## config.mk

```make
export PLATFORM = sky130hd
export DESIGN_NAME = bdm_regfile
export DESIGN_NICKNAME = d
export VERILOG_FILES = /design/src/shared/bdm_pkg.sv /design/src/hdl/bdm_regfile.sv
export VERILOG_INCLUDE_DIRS = /design/src /design/src/shared
export SDC_FILE = /design/constraint.sdc
export NUM_CORES = 1
export LEC_CHECK = 0
export ABC_AREA = 1
export BUFFER_PORTS_ARGS = -buffer_cell sky130_fd_sc_hd__buf_4
export CORE_MARGIN = 5
export CORE_UTILIZATION = 35
export DETAILED_ROUTE_END_ITERATION = 7
export GPL_TIMING_DRIVEN = 1
export REMOVE_ABC_BUFFERS = 1
export SYNTH_ARGS = -nofsm -noshare
export SYNTH_HDL_FRONTEND = slang
export SYNTH_SLANG_ARGS = --single-unit
```

## constraint.sdc

```tcl
create_clock -name clk_in -period 35.8 [get_ports clk_in]
set_input_delay 5.37 -clock clk_in [delete_from_list [all_inputs] [get_ports clk_in]]
set_output_delay 5.37 -clock clk_in [all_outputs]
set_load 0.02 [all_outputs]
```

## src/shared/bdm_cfg.svh

```systemverilog
/*
 Offsets, field positions, reset values and sizes of the banked data
 memory. Assumes inclusion by the package and the register file.
*/
`ifndef BDM_CFG_SVH
`define BDM_CFG_SVH
`define BDM_OFF_INDIRECT   5'h00
`define BDM_OFF_POINTER    5'h04
`define BDM_OFF_ALT_A      5'h01
`define BDM_OFF_ALT_B      5'h05
`define BDM_OFF_ALT_C      5'h06
`define BDM_OFF_SPEC_LAST  5'h0C
`define BDM_OFF_SHARED_LO  5'h0D
`define BDM_OFF_SHARED_HI  5'h0F
`define BDM_OFF_BANKED_LO  5'h10
`define BDM_IDX_ALT_A      4'hD
`define BDM_IDX_ALT_B      4'hE
`define BDM_IDX_ALT_C      4'hF
`define BDM_PTR_OFF_MSB    4
`define BDM_PTR_BANK_MSB   6
`define BDM_PTR_BANK_LSB   5
`define BDM_PTR_RST        7'h00
`define BDM_PTR_TOP_READ   1'h1
`define BDM_SELF_READ      8'h00
`define BDM_BYTE_RST       8'h00
`define BDM_SPEC_COUNT     16
`define BDM_SHARED_COUNT   3
`define BDM_BANKED_COUNT   16
`define BDM_BANK_COUNT     4
`endif

```

## src/shared/bdm_pkg.sv

```systemverilog
/*
 Types of the banked data memory. Assumes bdm_cfg.svh is on the
 include path.
*/
package bdm_pkg;
`include "bdm_cfg.svh"
   typedef enum logic [2:0]
   {
      BDM_SELF,
      BDM_PTR,
      BDM_SPEC,
      BDM_SHARED,
      BDM_BANKED
   } bdm_region_e;

   typedef struct packed
   {
      logic       rd;
      logic       wr;
      logic [4:0] addr;
      logic [7:0] wdata;
   } bdm_req_s;

   typedef struct packed
   {
      logic       valid;
      logic [7:0] data;
   } bdm_resp_s;

   typedef logic [`BDM_SPEC_COUNT-1:0][7:0] bdm_spec_t;
endpackage : bdm_pkg

```

## src/hdl/bdm_regfile.sv

```systemverilog
/*
 Banked data memory with pointer-based indirect access: special
 function register storage, shared and per-bank general purpose bytes.
 Assumes one core request per cycle on the core clock; peripherals read
 their special function bytes from spec_file_out.
*/
`timescale 1ns/1ns
`include "bdm_cfg.svh"
// Function
// - Sixteen special function registers and 67 general bytes in one space.
// - General bytes reachable by direct offset and through the pointer.
// - Indirect port has no storage; accesses go to the pointed location.
// - Reading the indirect port through itself returns 00h.
// - Writing the indirect port through itself stores nothing.
// - Pointer is eight bits and addresses every indirect access.
// - Pointer bits four to zero pick offsets 00h to 1Fh.
// - Pointer bits six and five pick banks zero to three.
// - Pointer bit seven ignores writes and always reads one.
module bdm_regfile
   import bdm_pkg::*;
#(
   parameter int BANKS      = `BDM_BANK_COUNT,
   parameter int BANK_BYTES = `BDM_BANKED_COUNT,
   parameter int SHARED     = `BDM_SHARED_COUNT
)
(
   input  wire logic      clk_in,
   input  wire logic      sys_rst_in,
   input  wire bdm_req_s  core_req_in,
   output bdm_resp_s      core_resp_out,
   output logic [7:0]     pointer_out,
   output bdm_spec_t      spec_file_out
);
   localparam int BANKED = BANKS * BANK_BYTES;
   localparam int BW     = $clog2(BANKED);

   logic [6:0]   ptr_q;
   logic [6:0]   ptr_d;
   logic [7:0]   spec_q   [`BDM_SPEC_COUNT];
   logic [7:0]   spec_d   [`BDM_SPEC_COUNT];
   logic [7:0]   shared_q [SHARED];
   logic [7:0]   shared_d [SHARED];
   logic [7:0]   banked_q [BANKED];
   logic [7:0]   banked_d [BANKED];
   bdm_resp_s    resp_q;
   bdm_resp_s    resp_d;
   logic [6:0]   eff;
   logic [4:0]   off;
   logic [1:0]   bank;
   bdm_region_e  region;
   logic [3:0]   spec_idx;
   logic [1:0]   shared_idx;
   logic [BW-1:0] banked_idx;
   logic         ptr_we;
   logic         spec_we;
   logic         shared_we;
   logic         banked_we;
   logic [7:0]   rdata;
   logic [8:0]   key;

   // ---------------------------------------------------------------
   // Address resolution
   // ---------------------------------------------------------------
   always_comb
   begin
      if (core_req_in.addr == `BDM_OFF_INDIRECT)
      begin
         eff = ptr_q;
      end
      else
      begin
         eff = {ptr_q[`BDM_PTR_BANK_MSB:`BDM_PTR_BANK_LSB],
                core_req_in.addr};
      end
      off  = eff[`BDM_PTR_OFF_MSB:0];
      bank = eff[`BDM_PTR_BANK_MSB:`BDM_PTR_BANK_LSB];
   end

   always_comb
   begin
      spec_idx   = off[3:0];
      shared_idx = 2'(off - `BDM_OFF_SHARED_LO);
      banked_idx = BW'({bank, off[3:0]});
      if (off == `BDM_OFF_INDIRECT)
      begin
         region = BDM_SELF;
      end
      else if (off == `BDM_OFF_POINTER)
      begin
         region = BDM_PTR;
      end
      else if (off <= `BDM_OFF_SPEC_LAST)
      begin
         region = BDM_SPEC;
         if (bank[0] && off == `BDM_OFF_ALT_A)
         begin
            spec_idx = `BDM_IDX_ALT_A;
         end
         else if (bank[0] && off == `BDM_OFF_ALT_B)
         begin
            spec_idx = `BDM_IDX_ALT_B;
         end
         else if (bank[0] && off == `BDM_OFF_ALT_C)
         begin
            spec_idx = `BDM_IDX_ALT_C;
         end
      end
      else if (off <= `BDM_OFF_SHARED_HI)
      begin
         region = BDM_SHARED;
      end
      else
      begin
         region = BDM_BANKED;
      end
   end

   // ---------------------------------------------------------------
   // Storage
   // ---------------------------------------------------------------
   always_comb
   begin
      ptr_we    = core_req_in.wr && region == BDM_PTR;
      spec_we   = core_req_in.wr && region == BDM_SPEC;
      shared_we = core_req_in.wr && region == BDM_SHARED;
      banked_we = core_req_in.wr && region == BDM_BANKED;
      ptr_d     = ptr_q;
      if (ptr_we)
      begin
         ptr_d = core_req_in.wdata[6:0];
      end
   end

   genvar g;
   generate
      for (g = 0; g < BANKED; g++)
      begin : g_banked
         assign banked_d[g] = (banked_we && banked_idx == BW'(g)) ?
                              core_req_in.wdata : banked_q[g];
      end
      for (g = 0; g < SHARED; g++)
      begin : g_shared
         assign shared_d[g] = (shared_we && shared_idx == 2'(g)) ?
                              core_req_in.wdata : shared_q[g];
      end
      for (g = 0; g < `BDM_SPEC_COUNT; g++)
      begin : g_spec
         assign spec_d[g] = (spec_we && spec_idx == 4'(g)) ?
                            core_req_in.wdata : spec_q[g];
         if (g == 0)
         begin : g_self
            assign spec_file_out[g] = `BDM_SELF_READ;
         end
         else if (g == 4)
         begin : g_ptr
            assign spec_file_out[g] = pointer_out;
         end
         else
         begin : g_reg
            assign spec_file_out[g] = spec_q[g];
         end
      end
   endgenerate

   always_ff @(posedge clk_in or posedge sys_rst_in)
   begin
      if (sys_rst_in)
      begin
         ptr_q    <= `BDM_PTR_RST;
         spec_q   <= '{default: `BDM_BYTE_RST};
         shared_q <= '{default: `BDM_BYTE_RST};
         banked_q <= '{default: `BDM_BYTE_RST};
      end
      else
      begin
         ptr_q    <= ptr_d;
         spec_q   <= spec_d;
         shared_q <= shared_d;
         banked_q <= banked_d;
      end
   end

   // ---------------------------------------------------------------
   // Read path
   // ---------------------------------------------------------------
   always_comb
   begin
      case (region)
         BDM_SELF:   rdata = `BDM_SELF_READ;
         BDM_PTR:    rdata = {`BDM_PTR_TOP_READ, ptr_q};
         BDM_SPEC:   rdata = spec_q[spec_idx];
         BDM_SHARED: rdata = shared_q[shared_idx];
         default:    rdata = banked_q[banked_idx];
      endcase
      resp_d.valid = core_req_in.rd;
      resp_d.data  = core_req_in.rd ? rdata : resp_q.data;
   end

   always_ff @(posedge clk_in or posedge sys_rst_in)
   begin
      if (sys_rst_in)
      begin
         resp_q <= '0;
      end
      else
      begin
         resp_q <= resp_d;
      end
   end

   assign core_resp_out = resp_q;
   assign pointer_out   = {`BDM_PTR_TOP_READ, ptr_q};

   // ---------------------------------------------------------------
   // Checks
   // ---------------------------------------------------------------
   logic [8:0] lw_key_q;
   logic [7:0] lw_data_q;
   logic       lw_ok_q;

   always_comb
   begin
      if (region == BDM_SPEC)
      begin
         key = {5'h10, spec_idx};
      end
      else if (region == BDM_SHARED)
      begin
         key = {4'h0, off};
      end
      else
      begin
         key = {2'h0, eff};
      end
   end

   always_ff @(posedge clk_in or posedge sys_rst_in)
   begin
      if (sys_rst_in)
      begin
         lw_key_q  <= '0;
         lw_data_q <= '0;
         lw_ok_q   <= 1'b0;
      end
      else if (spec_we || shared_we || banked_we)
      begin
         lw_key_q  <= key;
         lw_data_q <= core_req_in.wdata;
         lw_ok_q   <= 1'b1;
      end
   end
endmodule : bdm_regfile

```

==> impl_metrics.xml <==
<?xml version="1.0" encoding="UTF-8"?>
<metrics>
  <group name="synth">
    <metric name="postSynthCellCount" unit="">4027</metric>
    <metric name="yosys_warning_count" unit="">0</metric>
    <metric name="netlist_area" unit="µm²">31590</metric>
    <metric name="synth.ff_latch_count" unit="">680</metric>
    <metric name="ys_seq_area_frac" unit="">0.5387</metric>
    <metric name="post_synthesis_cell_type_count" unit="">35</metric>
    <metric name="syn_area_per_cell" unit="µm²">7.844</metric>
  </group>
  <group name="clock_tree">
    <metric name="cts-hold-fix-buffers" unit="">0</metric>
    <metric name="clock_tree_from_tritoncts" unit="">built</metric>
    <metric name="path_clk_slew" unit="ps">60</metric>
    <metric name="number_of_buffers_created_by_cts" unit="">75</metric>
    <metric name="clockRootBuffer" unit="">sky130_fd_sc_hd__clkbuf_16</metric>
    <metric name="deepest_clock_path_buffer_count" unit="">3</metric>
    <metric name="numClockSinks" unit="">680</metric>
    <metric name="post-cts-setup-buffer-count" unit="">0</metric>
    <metric name="cts.repair.resized" unit="">0</metric>
    <metric name="clk-insertion-delay-late" unit="ps">630</metric>
    <metric name="cts-htree-levels" unit="">3</metric>
  </group>
  <group name="timing">
    <metric name="finalCritPeriodShare" unit="">0.2462</metric>
    <metric name="setup_repair_after_global_routing_missed_its_margin" unit="">false</metric>
    <metric name="final_period_minus_worst_setup_slack" unit="ps">8815</metric>
    <metric name="report.final.slew_viol_count" unit="">0</metric>
    <metric name="final.setup.tns" unit="ps">0</metric>
    <metric name="final.setup_skew" unit="ps">31.22</metric>
    <metric name="hold_viol" unit="">0</metric>
    <metric name="worst_pin_slew" unit="ps">1220</metric>
    <metric name="setup_viol_count_final" unit="">0</metric>
    <metric name="achievable-frequency" unit="GHz">0.1134</metric>
    <metric name="slew_headroom" unit="">0.1835</metric>
  </group>
  <group name="drt">
    <metric name="drt_pass_1_iters" unit="">6</metric>
    <metric name="routed_wire_length_per_instance" unit="µm">19.50</metric>
    <metric name="post-route-drc-count" unit="">0</metric>
    <metric name="routed_wirelength" unit="µm">100300</metric>
    <metric name="avgViaCountPerCell" unit="">5.114</metric>
    <metric name="ant_nets" unit="">0</metric>
    <metric name="overall_via_count_from_detail_route" unit="">26312</metric>
    <metric name="detail_route.iter0.violations" unit="">2683</metric>
  </group>
  <group name="outcome">
    <metric name="outcome" unit="">finished, final reports clean</metric>
  </group>
  <group name="global_route">
    <metric name="number_of_global_route_vias_before_repair" unit="">25226</metric>
    <metric name="grt_max_degree" unit="">112</metric>
    <metric name="groute.usage.overall" unit="">0.2044</metric>
    <metric name="globalRoute.totalOverflow" unit="">0</metric>
    <metric name="antenna_found_initial" unit="">1</metric>
    <metric name="grt_pass1_wl" unit="µm">154500</metric>
  </group>
  <group name="critical_path">
    <metric name="worst-endpoint-arrival" unit="ps">9290</metric>
    <metric name="critical_path_peak_fanout" unit="">62</metric>
    <metric name="crit_path_start_kind" unit="">input pin</metric>
    <metric name="path_class" unit="">in -&gt; reg</metric>
    <metric name="endpoint_kind" unit="">flop</metric>
    <metric name="worstPathRequired" unit="ps">36270</metric>
  </group>
  <group name="finish">
    <metric name="register_area" unit="µm²">17020</metric>
    <metric name="layout.filler_cells" unit="">9200</metric>
    <metric name="drive_above_1_share" unit="">0.09272</metric>
    <metric name="fin_util" unit="">0.3906</metric>
    <metric name="n_antenna_cell" unit="">0</metric>
    <metric name="nets" unit="">3930</metric>
    <metric name="areaGrowthSynthToFinish" unit="%">10.97</metric>
    <metric name="multiInputGateArea" unit="µm²">12320</metric>
  </group>
  <group name="power">
    <metric name="static_leakage" unit="nW">17.00</metric>
    <metric name="cellPowerDensity" unit="nW/µm²">56.21</metric>
    <metric name="power.ir.vdd_worst" unit="V">0.00003398</metric>
  </group>
  <group name="placed_design">
    <metric name="routabilityCongestion" unit="">0.8442</metric>
    <metric name="detailed_place_hpwl" unit="µm">61290</metric>
    <metric name="io_buffers" unit="">151</metric>
  </group>
  <group name="floorplanning">
    <metric name="dieArea" unit="µm²">96360</metric>
    <metric name="io_pins" unit="">162</metric>
    <metric name="core" unit="µm²">89740</metric>
    <metric name="floorplan.rows" unit="">110</metric>
    <metric name="floorplan.die.height" unit="µm">310.4</metric>
    <metric name="chipWidth" unit="µm">310.4</metric>
    <metric name="initial_utilization" unit="">0.3520</metric>
  </group>
  <group name="run">
    <metric name="max_cap_viol_count" unit="">0</metric>
  </group>
  <group name="hold_path">
    <metric name="worstHoldPathType" unit="">reg -&gt; reg</metric>
  </group>
</metrics>
-- power breakdown --
part | internal, W | switching, W | total (W)
clock network | 0.000446 | 0.000324 | 0.000770
logic | 0.0000975 | 0.000191 | 0.000288
registers | 0.000850 | 0.0000621 | 0.000912
-- registers in the layout, summed over array words and instances (netlist names) --
signal	count
spec_q	16
spec_file_out	112
ptr_q	7
core_resp_out	9
shared_q	24
banked_q	512
-- worst paths after layout --
kind | startpoint | end | slack, ps | cells past startpoint
worst max-delay path | core_req_in[12] | spec_file_out[124] | 26980 | 15
worst min-delay path | spec_q[127] | spec_q[127] | 380 | 0
worst max register to register | ptr_q[1] | spec_file_out[124] | 31390 | 13
worst min register to register | spec_q[127] | spec_q[127] | 380 | 0
max in group asynchronous | sys_rst_in | banked_q[140] | 27810 | 5
min in group asynchronous | sys_rst_in | spec_file_out[51] | 4880 | 2
-- Yosys cell counts, drive strengths merged --
cell	number	share of area
inv	74	0.0090
clkinv	8	0.00099
nand2	1828	0.22
nand4	79	0.016
a22oi	7	0.0017
nor4	1	0.00067
o22ai	6	0.0012
o211ai	5	0.0013
a31oi	1	0.00067
dfrtp	680	0.54
a211oi	3	0.00071
nand3	33	0.0055
nand3b	17	0.0040
o21bai	9	0.0025
conb	2	0.00024
clkbuf	222	0.026
buf	173	0.037
nor3	3	0.00095
a21oi	5	0.00079
nor2	147	0.019
o21ai	724	0.11
-- routing by layer --
| metal | track usage | vias to the layer above | share of wire |
|---|---|---|---|
| met2 | 0.3276 | 918 | 0.46 |
| met3 | 0.02961 | 194 | 0.064 |
| met5 | 0 | - | 0 |
| met4 | 0.06728 | 0 | 0.033 |
| li1 | - | 12521 | - |
| met1 | 0.2874 | 12679 | 0.45 |
-- area by class of cell --
type / instances / area share
repair buffers: 196 / 0.04197
multi-input cells: 2878 / 0.3515
well taps: 1176 / 0.04197
clock inverters: 22 / 0.005140
inverters: 82 / 0.009387
flip-flops and latches: 680 / 0.4854
clock buffers: 111 / 0.06464
-- metrics by stage --
step	power (W)	worst slack, ps	hold WS, ps	cell area [µm²]	instances
floorplan	0.001080	11370	354.0	29610	3640
global placement	0.001207	26470	364.9	32610	5012
detailed placement	0.001213	26380	365.9	32610	5012
CTS	0.001983	27050	380.8	35050	5145
global route	0.002056	26700	382.8	35050	5145
finish	0.001971	26980	377.9	35050	5145
-- cell families after synthesis --
logic type,Yosys count,share of synthesized area
simple gates,2108,0.2640
compound gates,760,0.1237
buf+inv,477,0.07340
flops,680,0.5387
other cells,2,0.0002377
-- worst max-delay path: stages --
cell and delay [ps]:
sky130_fd_sc_hd__buf_4 80, sky130_fd_sc_hd__inv_1 100, sky130_fd_sc_hd__nand3_2 150, sky130_fd_sc_hd__o21bai_4 60, sky130_fd_sc_hd__buf_4 340, sky130_fd_sc_hd__nor2_4 180, sky130_fd_sc_hd__buf_4 440, sky130_fd_sc_hd__buf_4 790
sky130_fd_sc_hd__nor2_1 250, sky130_fd_sc_hd__nor4_4 620, sky130_fd_sc_hd__nand2_4 160, sky130_fd_sc_hd__inv_6 180, sky130_fd_sc_hd__nand3_2 260, sky130_fd_sc_hd__nand2_1 130, sky130_fd_sc_hd__o21ai_1 70
-- cell usage in the layout (no fill, tap or decap), types with 31 or more instances in the layout --
master	instances
sky130_fd_sc_hd__o21ai_1	118
sky130_fd_sc_hd__nand4_1	79
sky130_fd_sc_hd__o21ai_0	605
sky130_fd_sc_hd__nand2_1	1811
sky130_fd_sc_hd__dfrtp_1	680
sky130_fd_sc_hd__clkbuf_16	78
sky130_fd_sc_hd__inv_1	66
sky130_fd_sc_hd__nor2_1	136
sky130_fd_sc_hd__nand3_1	31
sky130_fd_sc_hd__buf_4	196
(Power assumes the default switching activity.)
